===== src/ttmi_pkg.sv =====
/*
 Package of the teletext memory interface: bus widths, state and client
 codes, and all timing constants derived from the 100 MHz system clock.
 Assumes it is compiled before every other file of the block.
*/
package ttmi_pkg;
   // Clock and memory geometry
   localparam int CLK_MHZ = 100;
   localparam int MADDR_W = 12;
   localparam int BADDR_W = 21;
   localparam int SRAM_DQ_W = 8;
   localparam int ACQ_FIFO_DEPTH = 8;

   // Throughput ceilings (kbit/s) and page-mode cycle times (ns)
   localparam int FAST_KBPS = 8820;
   localparam int SLOW_KBPS = 6100;
   localparam int FAST_PAGE_NS = 85;
   localparam int SLOW_PAGE_NS = 120;
   localparam int FAST_RATE_CYC = (CLK_MHZ * 1000 + FAST_KBPS - 1) / FAST_KBPS;
   localparam int SLOW_RATE_CYC = (CLK_MHZ * 1000 + SLOW_KBPS - 1) / SLOW_KBPS;
   localparam int FAST_PAGE_CYC = (FAST_PAGE_NS * CLK_MHZ + 999) / 1000;
   localparam int SLOW_PAGE_CYC = (SLOW_PAGE_NS * CLK_MHZ + 999) / 1000;
   localparam int FAST_SLOT_CYC = FAST_RATE_CYC > FAST_PAGE_CYC ? FAST_RATE_CYC : FAST_PAGE_CYC;
   localparam int SLOW_SLOT_CYC = SLOW_RATE_CYC > SLOW_PAGE_CYC ? SLOW_RATE_CYC : SLOW_PAGE_CYC;
   localparam int FAST_CASL_CYC = FAST_SLOT_CYC / 2;
   localparam int SLOW_CASL_CYC = SLOW_SLOT_CYC / 2;

   // Strobe spacing (least times, rounded up)
   localparam int T_RCD_NS = 60;
   localparam int T_RP_NS = 70;
   localparam int T_RAS_NS = 100;
   localparam int T_CSR_NS = 10;
   localparam int SRAM_ACC_NS = 100;
   localparam int RCD_CYC = (T_RCD_NS * CLK_MHZ + 999) / 1000;
   localparam int RP_CYC = (T_RP_NS * CLK_MHZ + 999) / 1000;
   localparam int RAS_CYC = (T_RAS_NS * CLK_MHZ + 999) / 1000;
   localparam int CSR_CYC = (T_CSR_NS * CLK_MHZ + 999) / 1000;
   localparam int SRAM_WR_CYC = (SRAM_ACC_NS * CLK_MHZ + 999) / 1000;

   // Refresh interval (longest time, rounded down)
   localparam int REFRESH_NS = 15600;
   localparam int REFRESH_CYC = REFRESH_NS * CLK_MHZ / 1000;
   localparam int RFSH_W = 11;
   localparam int CNT_W = 5;

   // Engine states, Gray along the access path except from ST_PRE back to ST_IDLE
   typedef enum logic [2:0] {
      ST_IDLE = 3'h0, ST_RAS = 3'h1, ST_CASL = 3'h3, ST_CASH = 3'h2,
      ST_PRE = 3'h6, ST_RFC = 3'h7, ST_RFR = 3'h5
   } ttmi_state_t;

   // Owner of the current memory cycle
   typedef enum logic [1:0] {
      SRC_RFSH = 2'h0, SRC_DISP = 2'h1, SRC_ACQ = 2'h2, SRC_CPU = 2'h3
   } ttmi_src_t;
endpackage


===== src/ttmi_fifo.sv =====
/*
 Flip-flop FIFO with valid/ready on both sides, used in the acquisition
 write path. Assumes one clock and an active-low asynchronous reset that
 is already synchronised.
*/
`timescale 1ns/1ps
module ttmi_fifo #(
   parameter int WIDTH = 29,
   parameter int DEPTH = ttmi_pkg::ACQ_FIFO_DEPTH
) (
   input wire logic clk_sys,
   input wire logic rst_n,
   input wire logic in_valid,
   output logic in_ready,
   input wire logic [WIDTH-1:0] in_data,
   output logic out_valid,
   input wire logic out_ready,
   output logic [WIDTH-1:0] out_data
);
   localparam int AW = $clog2(DEPTH);

   logic [WIDTH-1:0] mem_ff [DEPTH];
   logic [AW-1:0] wr_ptr_ff;
   logic [AW-1:0] rd_ptr_ff;
   logic [AW:0] count_ff;
   logic push;
   logic pop;

   if (DEPTH < 2 || (1 << AW) != DEPTH) begin : g_chk
      $error("ttmi_fifo: DEPTH must be a power of two of at least 2");
   end

   // Honest full and empty from the fill count
   assign in_ready = count_ff != (AW + 1)'(DEPTH);
   assign out_valid = count_ff != '0;
   assign push = in_valid && in_ready;
   assign pop = out_valid && out_ready;
   assign out_data = mem_ff[rd_ptr_ff];

   // Storage, one register per entry
   for (genvar i = 0; i < DEPTH; i++) begin : g_ent
      always_ff @(posedge clk_sys or negedge rst_n) begin
         if (!rst_n) begin
            mem_ff[i] <= '0;
         end else if (push && wr_ptr_ff == AW'(i)) begin
            mem_ff[i] <= in_data;
         end
      end
   end

   // Pointers and fill count
   always_ff @(posedge clk_sys or negedge rst_n) begin
      if (!rst_n) begin
         wr_ptr_ff <= '0;
         rd_ptr_ff <= '0;
         count_ff <= '0;
      end else begin
         if (push) begin
            wr_ptr_ff <= wr_ptr_ff + 1'b1;
         end
         if (pop) begin
            rd_ptr_ff <= rd_ptr_ff + 1'b1;
         end
         if (push && !pop) begin
            count_ff <= count_ff + 1'b1;
         end else if (pop && !push) begin
            count_ff <= count_ff - 1'b1;
         end
      end
   end
endmodule


===== src/ttmi_sram_adapter.sv =====
/*
 SRAM adapter: turns the bit-serial, row/column multiplexed memory cycles
 of the engine into byte-wide accesses of an asynchronous SRAM.
 Assumes the engine holds row and column stable for a whole byte and
 steps the column low bits 0..7 in order; SRAM output enable is tied on.
*/
`timescale 1ns/1ps
module ttmi_sram_adapter (
   input wire logic clk_sys,
   input wire logic rst_n,
   input wire logic [ttmi_pkg::MADDR_W-1:0] row,
   input wire logic [ttmi_pkg::MADDR_W-1:0] col,
   input wire logic bit_strobe,
   input wire logic we,
   input wire logic wbit,
   input wire logic wr_pulse,
   input wire logic [ttmi_pkg::SRAM_DQ_W-1:0] din,
   output logic rd_bit,
   output logic [ttmi_pkg::BADDR_W-1:0] addr,
   output logic [ttmi_pkg::SRAM_DQ_W-1:0] dout,
   output logic dq_oe_n,
   output logic we_n
);
   import ttmi_pkg::*;

   logic [SRAM_DQ_W-1:0] rd_byte_ff;
   logic [SRAM_DQ_W-1:0] wr_shift_ff;
   logic [2:0] bit_idx;

   // Flat byte address from the two address halves
   assign addr = {row, col[MADDR_W-1:3]};
   assign bit_idx = col[2:0];

   // Whole byte read on the first bit, served bit by bit after
   assign rd_bit = (bit_idx == 3'h0) ? din[0] : rd_byte_ff[bit_idx];

   always_ff @(posedge clk_sys or negedge rst_n) begin
      if (!rst_n) begin
         rd_byte_ff <= '0;
      end else if (bit_strobe && !we && bit_idx == 3'h0) begin
         rd_byte_ff <= din;
      end
   end

   // Serial write bits gathered LSB first into one byte
   always_ff @(posedge clk_sys or negedge rst_n) begin
      if (!rst_n) begin
         wr_shift_ff <= '0;
      end else if (bit_strobe && we) begin
         wr_shift_ff <= {wbit, wr_shift_ff[SRAM_DQ_W-1:1]};
      end
   end

   // One write strobe per byte, stretched to the SRAM access time
   assign dout = wr_shift_ff;
   assign dq_oe_n = !wr_pulse;
   assign we_n = !wr_pulse;
endmodule


===== src/ttmi_top.sv =====
/*
 Teletext memory interface: arbitrates CPU, acquisition and display
 clients onto one external 1-bit page-mode DRAM, or a byte-wide SRAM
 through the adapter, with built-in refresh and fast/slow timing.
 Assumes all client inputs are synchronous to clk_sys and that the mode
 inputs come from the control-bus command decoder.
*/
`timescale 1ns/1ps
module ttmi_top #(
   parameter int FIFO_DEPTH = ttmi_pkg::ACQ_FIFO_DEPTH
) (
   input wire logic clk_sys,
   input wire logic resetn,
   input wire logic slow_mode,
   input wire logic sram_mode,
   input wire logic cpu_req,
   input wire logic cpu_we,
   input wire logic [ttmi_pkg::BADDR_W-1:0] cpu_addr,
   input wire logic [7:0] cpu_wdata,
   output logic cpu_ack,
   output logic [7:0] cpu_rdata,
   input wire logic acq_valid,
   output logic acq_ready,
   input wire logic [ttmi_pkg::BADDR_W-1:0] acq_addr,
   input wire logic [7:0] acq_data,
   input wire logic acq_mac,
   input wire logic disp_active,
   input wire logic disp_req,
   input wire logic [ttmi_pkg::BADDR_W-1:0] disp_addr,
   output logic disp_ack,
   output logic [7:0] disp_rdata,
   output logic [ttmi_pkg::BADDR_W-1:0] mem_addr,
   output logic mem_we_n,
   output logic pin_data_o,
   input wire logic pin_data_i,
   output logic pin_data_oe_n,
   output logic pin_ras_o,
   input wire logic pin_ras_i,
   output logic pin_ras_oe_n,
   output logic pin_cas_o,
   input wire logic pin_cas_i,
   output logic pin_cas_oe_n,
   output logic [4:0] sram_dq_o,
   input wire logic [4:0] sram_dq_i,
   output logic sram_dq_oe_n
);
   import ttmi_pkg::*;

   localparam int FW = BADDR_W + 8;

   logic rst_meta_ff;
   logic rst_n_ff;
   ttmi_state_t state_ff;
   ttmi_state_t nxt_state;
   ttmi_src_t src_ff;
   ttmi_src_t nxt_src;
   logic grant;
   logic slow_ff;
   logic sram_ff;
   logic we_ff;
   logic [BADDR_W-1:0] baddr_ff;
   logic [7:0] wdata_ff;
   logic [7:0] rbyte_ff;
   logic [2:0] bit_ff;
   logic [CNT_W-1:0] cnt_ff;
   logic [CNT_W-1:0] limit;
   logic cnt_done;
   logic [RFSH_W-1:0] rfsh_cnt_ff;
   logic rfsh_pend_ff;
   logic rfsh_start;
   logic cpu_ack_ff;
   logic disp_ack_ff;
   logic [7:0] cpu_rdata_ff;
   logic [7:0] disp_rdata_ff;
   logic acq_allowed;
   logic fq_valid;
   logic fq_ready;
   logic [FW-1:0] fq_data;
   logic [MADDR_W-1:0] row;
   logic [MADDR_W-1:0] col;
   logic rd_bit;
   logic bit_strobe;
   logic sram_wr;
   logic [BADDR_W-1:0] ad_addr;
   logic [SRAM_DQ_W-1:0] ad_dout;
   logic [SRAM_DQ_W-1:0] ad_din;
   logic ad_oe_n;
   logic ad_we_n;
   logic ras_on;
   logic cas_on;

   if (FIFO_DEPTH < 2) begin : g_chk
      $error("ttmi_top: FIFO_DEPTH must be at least 2");
   end

   // Reset release through two flip-flops
   always_ff @(posedge clk_sys or negedge resetn) begin
      if (!resetn) begin
         rst_meta_ff <= 1'b0;
         rst_n_ff <= 1'b0;
      end else begin
         rst_meta_ff <= 1'b1;
         rst_n_ff <= rst_meta_ff;
      end
   end

   // Acquisition writes are buffered so the slicer can run ahead
   ttmi_fifo #(.WIDTH(FW), .DEPTH(FIFO_DEPTH)) u_acq_fifo (
      .clk_sys(clk_sys),
      .rst_n(rst_n_ff),
      .in_valid(acq_valid),
      .in_ready(acq_ready),
      .in_data({acq_addr, acq_data}),
      .out_valid(fq_valid),
      .out_ready(fq_ready),
      .out_data(fq_data)
   );

   // Slow mode holds VBI lines back while display runs; MAC packets pass
   assign acq_allowed = !(slow_ff && disp_active && !acq_mac);

   // Fixed priority: refresh, display, slicer, CPU
   always_comb begin
      nxt_src = SRC_CPU;
      grant = 1'b0;
      if (state_ff == ST_IDLE && !cpu_ack_ff && !disp_ack_ff) begin
         if (rfsh_pend_ff) begin
            nxt_src = SRC_RFSH;
            grant = 1'b1;
         end else if (disp_req) begin
            nxt_src = SRC_DISP;
            grant = 1'b1;
         end else if (fq_valid && acq_allowed) begin
            nxt_src = SRC_ACQ;
            grant = 1'b1;
         end else if (cpu_req) begin
            nxt_src = SRC_CPU;
            grant = 1'b1;
         end
      end
   end
   assign fq_ready = grant && nxt_src == SRC_ACQ;
   assign rfsh_start = grant && nxt_src == SRC_RFSH;

   // Refresh timer; a new request wins over the clear
   always_ff @(posedge clk_sys or negedge rst_n_ff) begin
      if (!rst_n_ff) begin
         rfsh_cnt_ff <= '0;
         rfsh_pend_ff <= 1'b0;
      end else begin
         if (rfsh_cnt_ff == RFSH_W'(REFRESH_CYC - 1)) begin
            rfsh_cnt_ff <= '0;
            rfsh_pend_ff <= 1'b1;
         end else begin
            rfsh_cnt_ff <= rfsh_cnt_ff + 1'b1;
            if (rfsh_start) begin
               rfsh_pend_ff <= 1'b0;
            end
         end
      end
   end

   // Phase length of the current state, by mode
   always_comb begin
      limit = CNT_W'(1);
      case (state_ff)
         ST_RAS: limit = CNT_W'(RCD_CYC);
         ST_CASL: limit = slow_ff ? CNT_W'(SLOW_CASL_CYC) : CNT_W'(FAST_CASL_CYC);
         ST_CASH: limit = slow_ff ? CNT_W'(SLOW_SLOT_CYC - SLOW_CASL_CYC)
                                  : CNT_W'(FAST_SLOT_CYC - FAST_CASL_CYC);
         ST_PRE: limit = (sram_ff && we_ff) ? CNT_W'(SRAM_WR_CYC) : CNT_W'(RP_CYC);
         ST_RFC: limit = CNT_W'(CSR_CYC);
         ST_RFR: limit = CNT_W'(RAS_CYC);
         default: limit = CNT_W'(1);
      endcase
   end
   assign cnt_done = cnt_ff == limit - 1'b1;

   // Access sequence: row, eight column bits in one page, precharge
   always_comb begin
      nxt_state = state_ff;
      case (state_ff)
         ST_IDLE: begin
            if (grant) begin
               nxt_state = (nxt_src == SRC_RFSH) ? ST_RFC : ST_RAS;
            end
         end
         ST_RAS: if (cnt_done) nxt_state = ST_CASL;
         ST_CASL: if (cnt_done) nxt_state = ST_CASH;
         ST_CASH: begin
            if (cnt_done) begin
               nxt_state = (bit_ff == 3'h7) ? ST_PRE : ST_CASL;
            end
         end
         ST_RFC: if (cnt_done) nxt_state = ST_RFR;
         ST_RFR: if (cnt_done) nxt_state = ST_PRE;
         ST_PRE: if (cnt_done) nxt_state = ST_IDLE;
         default: nxt_state = ST_IDLE;
      endcase
   end

   // State and phase counter
   always_ff @(posedge clk_sys or negedge rst_n_ff) begin
      if (!rst_n_ff) begin
         state_ff <= ST_IDLE;
         cnt_ff <= '0;
      end else begin
         state_ff <= nxt_state;
         cnt_ff <= (nxt_state != state_ff) ? '0 : cnt_ff + 1'b1;
      end
   end

   // Request capture; mode switches take effect only between accesses
   always_ff @(posedge clk_sys or negedge rst_n_ff) begin
      if (!rst_n_ff) begin
         src_ff <= SRC_CPU;
         we_ff <= 1'b0;
         baddr_ff <= '0;
         wdata_ff <= '0;
         slow_ff <= 1'b0;
         sram_ff <= 1'b0;
      end else if (state_ff == ST_IDLE) begin
         slow_ff <= slow_mode;
         sram_ff <= sram_mode;
         if (grant) begin
            src_ff <= nxt_src;
            case (nxt_src)
               SRC_DISP: begin
                  we_ff <= 1'b0;
                  baddr_ff <= disp_addr;
               end
               SRC_ACQ: begin
                  we_ff <= 1'b1;
                  baddr_ff <= fq_data[FW-1:8];
                  wdata_ff <= fq_data[7:0];
               end
               SRC_CPU: begin
                  we_ff <= cpu_we;
                  baddr_ff <= cpu_addr;
                  wdata_ff <= cpu_wdata;
               end
               default: we_ff <= 1'b0;
            endcase
         end
      end
   end

   // Bit index within the byte and read assembly
   assign bit_strobe = state_ff == ST_CASL && cnt_done && src_ff != SRC_RFSH;
   always_ff @(posedge clk_sys or negedge rst_n_ff) begin
      if (!rst_n_ff) begin
         bit_ff <= '0;
         rbyte_ff <= '0;
      end else begin
         if (state_ff == ST_IDLE) begin
            bit_ff <= '0;
         end else if (state_ff == ST_CASH && cnt_done) begin
            bit_ff <= bit_ff + 1'b1;
         end
         if (bit_strobe && !we_ff) begin
            rbyte_ff[bit_ff] <= sram_ff ? rd_bit : pin_data_i;
         end
      end
   end

   // Completion pulse and read data to the owning client
   always_ff @(posedge clk_sys or negedge rst_n_ff) begin
      if (!rst_n_ff) begin
         cpu_ack_ff <= 1'b0;
         disp_ack_ff <= 1'b0;
         cpu_rdata_ff <= '0;
         disp_rdata_ff <= '0;
      end else begin
         cpu_ack_ff <= 1'b0;
         disp_ack_ff <= 1'b0;
         if (state_ff == ST_PRE && cnt_done) begin
            if (src_ff == SRC_CPU) begin
               cpu_ack_ff <= 1'b1;
               cpu_rdata_ff <= rbyte_ff;
            end
            if (src_ff == SRC_DISP) begin
               disp_ack_ff <= 1'b1;
               disp_rdata_ff <= rbyte_ff;
            end
         end
      end
   end
   assign cpu_ack = cpu_ack_ff;
   assign cpu_rdata = cpu_rdata_ff;
   assign disp_ack = disp_ack_ff;
   assign disp_rdata = disp_rdata_ff;

   // Bit address split: row high twelve bits, column low twelve bits
   assign row = baddr_ff[BADDR_W-1:9];
   assign col = {baddr_ff[8:0], bit_ff};

   // Byte gathered from the SRAM pins, reused strobe pins included
   assign ad_din = {sram_dq_i[4:3], pin_cas_i, pin_ras_i, pin_data_i, sram_dq_i[2:0]};
   assign sram_wr = sram_ff && we_ff && state_ff == ST_PRE && src_ff != SRC_RFSH;

   ttmi_sram_adapter u_sram (
      .clk_sys(clk_sys),
      .rst_n(rst_n_ff),
      .row(row),
      .col(col),
      .bit_strobe(bit_strobe && sram_ff),
      .we(we_ff),
      .wbit(wdata_ff[bit_ff]),
      .wr_pulse(sram_wr),
      .din(ad_din),
      .rd_bit(rd_bit),
      .addr(ad_addr),
      .dout(ad_dout),
      .dq_oe_n(ad_oe_n),
      .we_n(ad_we_n)
   );

   // DRAM strobes: CAS before RAS for refresh, else RAS then CAS pulses
   assign ras_on = state_ff == ST_RAS || state_ff == ST_CASL || state_ff == ST_CASH
                   || state_ff == ST_RFR;
   assign cas_on = state_ff == ST_CASL || state_ff == ST_RFC || state_ff == ST_RFR;

   // Pin multiplexing between DRAM and SRAM operation
   always_comb begin
      mem_addr = '0;
      if (sram_ff) begin
         mem_addr = ad_addr;
         mem_we_n = ad_we_n;
         pin_data_o = ad_dout[3];
         pin_ras_o = ad_dout[4];
         pin_cas_o = ad_dout[5];
         pin_data_oe_n = ad_oe_n;
         pin_ras_oe_n = ad_oe_n;
         pin_cas_oe_n = ad_oe_n;
      end else begin
         if (state_ff == ST_RAS) begin
            mem_addr[MADDR_W-1:0] = row;
         end else if (state_ff == ST_CASL || state_ff == ST_CASH) begin
            mem_addr[MADDR_W-1:0] = col;
         end
         mem_we_n = !(we_ff && state_ff == ST_CASL && src_ff != SRC_RFSH);
         pin_data_o = wdata_ff[bit_ff];
         pin_data_oe_n = !(we_ff && state_ff == ST_CASL && src_ff != SRC_RFSH);
         pin_ras_o = !ras_on;
         pin_cas_o = !cas_on;
         pin_ras_oe_n = 1'b0;
         pin_cas_oe_n = 1'b0;
      end
   end
   assign sram_dq_o = {ad_dout[7:6], ad_dout[2:0]};
   assign sram_dq_oe_n = sram_ff ? ad_oe_n : 1'b1;
endmodule

===== config.mk =====
export PLATFORM = sky130hd
export DESIGN_NAME = ttmi_top
export DESIGN_NICKNAME = d
export VERILOG_FILES = /design/src/ttmi_pkg.sv /design/src/ttmi_fifo.sv /design/src/ttmi_sram_adapter.sv /design/src/ttmi_top.sv
export SDC_FILE = /design/constraint.sdc
export NUM_CORES = 1
export LEC_CHECK = 0
export ABC_AREA = 1
export BUFFER_PORTS_ARGS = -buffer_cell sky130_fd_sc_hd__buf_2
export CORE_MARGIN = 5
export CORE_UTILIZATION = 50
export CTS_BUF_LIST = sky130_fd_sc_hd__clkbuf_16
export DETAILED_ROUTE_END_ITERATION = 6
export HOLD_SLACK_MARGIN = 0.06
export PLACE_DENSITY = 0.69
export SYNTH_ARGS = -nofsm -noshare
export SYNTH_HDL_FRONTEND = slang
export SYNTH_SLANG_ARGS = --single-unit

===== constraint.sdc =====
create_clock -name clk_sys -period 11.95 [get_ports clk_sys]
set_input_delay 0.5975 -clock clk_sys [delete_from_list [all_inputs] [get_ports clk_sys]]
set_output_delay 0.5975 -clock clk_sys [all_outputs]
set_load 0.05 [all_outputs]

==> flow_summary.toml <==
[run_status]
status = "finished clean"

[floorplanning]
initial_core_util_pct = 50.7
die_area_um2 = 35800
fp-row-count = 65
core_um2 = 31600
die_width_um = 189
pin_count = 150
fp.dieH_um = 189

[route]
remaining_drc_errors = 0
drt_iter0_drc = 1196
drt_pass1_iterations = 5
routed_wl_um = 43900
drtAntennaViolNets = 0
via_per_inst = 5.65
routedWlPerCell_um = 18.2
vias = 13600

[cts]
post_cts_resized = 0
clk_pin_slew_worst_paths_ns = 0.06
root_buffer = "clkbuf_16"
cts_made_buffers = 38
clk_latency_ns = 0.52
max-clock-path-buffers = 3
cts_num_sinks = 343
cts_max_level = 2
cts_tree = "done"

[sta]
grt_setup_unrepaired = "no"
worst_slew_pin_slew_ns = 1.15
period_share_pct = 32.1
slew_headroom_pct = 23.4
setup-violations-final = 0
slew_viol_final = 0
final.setup_skew_ns = 0.0127
clock.fmax_mhz = 261
fin_worst_hold_slack_ns = 0.311
setup_tns_ns = 0
hold_violations = 0
layout_min_cycle_time_ns = 3.84

[setup_path]
end_kind = "flop"
worst_ep_required_time_ns = 12.35
critPathLaunchType = "flop"
crit_fanout = 24
critical_path_class = "flop to flop"
cp_data_arrival_time_ns = 4.23

[placed_design]
port_buffers = 149
hpwl_um = 27800
gp_congestion = 0.901
placed_area_um2 = 17000

[global_routing]
grt_pass1_vias = 13200
grt_pass1_wl_um = 71000
grt_max_degree = 189
antenna_found_initial = 1
grt-ovfl-total = 0
gr-usage-all-layers_pct = 24.3

[final_layout]
mostFrequentLayoutCells = "nand2_1, dfrtp_1, o21ai_0"
multi_input_area_um2 = 6460
area_growth_pct = 13.5
fill_cells = 2798
seq_area_um2 = 8590
layout_commonest_cell = "nand2_1"
postLayoutCellArea_um2 = 18200
fin_nets = 2094
layout-drive-gt1-share_pct = 13.9
num_antenna_cells = 0

[yosys]
ys_seq_area_share_pct = 53.5
synth_cell_types = 52
yosys_register_bits = 343
synthCells = 1897
syn_avg_cell_area_um2 = 8.46
syn-num-nets = 2011
synth-edff-count = 0
ys.flop_type = "dfrtp_1"
async_flop_share_pct = 100
synth_area_um2 = 16100
synth_warnings = 0

[worst_hold_path]
hold_path_class = "flop to asynchronous set/reset pin"

[pwr]
ir_drop_uv = 184
pwr_density_cell_nw_per_um2 = 294
design_power_total_mw = 5.36
cellLeakagePower_nw = 8.83

[job]
cap_violations = 0
[synth_stat cells (all sizes together), types with 4 or more instances]
cell,number,share of area [%]
nor2,101,2.8
a31oi,23,0.94
xor2,11,0.60
inv,128,3.1
buf,27,1.1
nand4,18,0.74
dfrtp,341,53
a32o,18,1.1
nand3,45,1.6
o221ai,16,0.87
o21ai,354,11
nor4,4,0.16
nor3,13,0.48
a221oi,24,1.3
a22oi,12,0.56
clkbuf,99,2.3
a21oi,96,3.1
ha,16,1.2
nand2,531,13
[critical path, stage by stage, from the launching register on]
cell and delay (ns):
dfrtp_1 0.59, nor3_4 0.35, nand2_1 0.19, nor2_4 0.53, inv_1 0.12, nand2_1 0.59, ha_1 0.31, inv_1 0.10
ha_1 0.31, a21o_1 0.18, a21oi_1 0.16, nand2_1 0.07, nand2_1 0.06, nor2_1 0.04, xor2_1 0.13
[sequential cells by signal (all words and copies together) (netlist names), 2 cells and up]
signal,flops
u_acq_fifo.mem_ff,232
state_ff,3
u_acq_fifo.wr_ptr_ff,3
baddr_ff,21
rbyte_ff,8
cnt_ff,5
bit_ff,3
src_ff,2
disp_rdata,8
u_sram.dout,8
rfsh_cnt_ff,11
cpu_rdata,8
u_acq_fifo.rd_ptr_ff,3
u_acq_fifo.count_ff,4
wdata_ff,8
u_sram.rd_byte_ff,8
[power by group]
group	switching, mW	internal (mW)
registers	0.350	1.65
logic	1.50	0.678
clock network	0.469	0.704
total	2.32	3.04
[final timing paths]
check,startpoint,endpoint,slack (ns),depth (start not counted)
worst max-delay path,state_ff[2]$_DFF_PN0_,u_acq_fifo.count_ff[3]$_DFFE_PN0P_,8.11,14
worst min-delay path,rst_n_ff$_DFF_PN0_,u_acq_fifo.mem_ff[205]$_DFFE_PN0P_,0.31,0
worst max register to register,state_ff[2]$_DFF_PN0_,u_acq_fifo.count_ff[3]$_DFFE_PN0P_,8.11,14
worst min register to register,rst_n_ff$_DFF_PN0_,u_acq_fifo.mem_ff[205]$_DFFE_PN0P_,0.31,0
max in group asynchronous,rst_n_ff$_DFF_PN0_,u_acq_fifo.rd_ptr_ff[0]$_DFFE_PN0P_,9.70,2
min in group clk_sys,slow_mode,slow_ff$_DFFE_PN0P_,0.32,3
[cell families (layout without fill, tap and decap cells)]
| logic type | after synthesis | count (layout) | synth area share, % |
|---|---|---|---|
| flops | 343 | 343 | 53.5 |
| fa+ha+maj | 17 | 17 | 1.37 |
| mux | 1 | 1 | 0.0701 |
| buf+inv | 257 | 369 | 6.54 |
| simple gates | 716 | 716 | 18.5 |
| xor+xnor | 14 | 14 | 0.764 |
| other cells | 1 | 1 | 0.0234 |
| compound gates | 548 | 548 | 19.2 |
[metal layers]
metal	share of wire [%]	GRT usage, %
met1	45	34.6
met2	45	38.4
met3	7.4	4.76
met4	2.2	6.67
met5	0.025	0
[stage by stage]
stage               instances  setup WS [ns]  util, %
finish                   2411           8.11     57.6
detailed placement       2341           8.16     53.6
global placement         2341           8.29     53.6
CTS                      2411           8.13     57.6
global route             2411           7.77     57.6
floorplan                1897           1.69        -
[repair_timing]
| action | 4_1_cts | 5_1_grt |
|---|---|---|
| endpoints found under the hold margin | 2 | 0 |
| hold buffers | 1 | 0 |
| setup buffers | 0 | 0 |
[area by class of cell]
class                   instances  share of cell area (%)
multi-input cells            1297                    35.4
inverters                     131                    2.78
clock buffers                  41                    5.63
clock inverters                28                    1.26
flip-flops and latches        343                    47.2
well taps                     402                    2.76
repair buffers                169                    5.00
(Power assumes the default switching activity.)
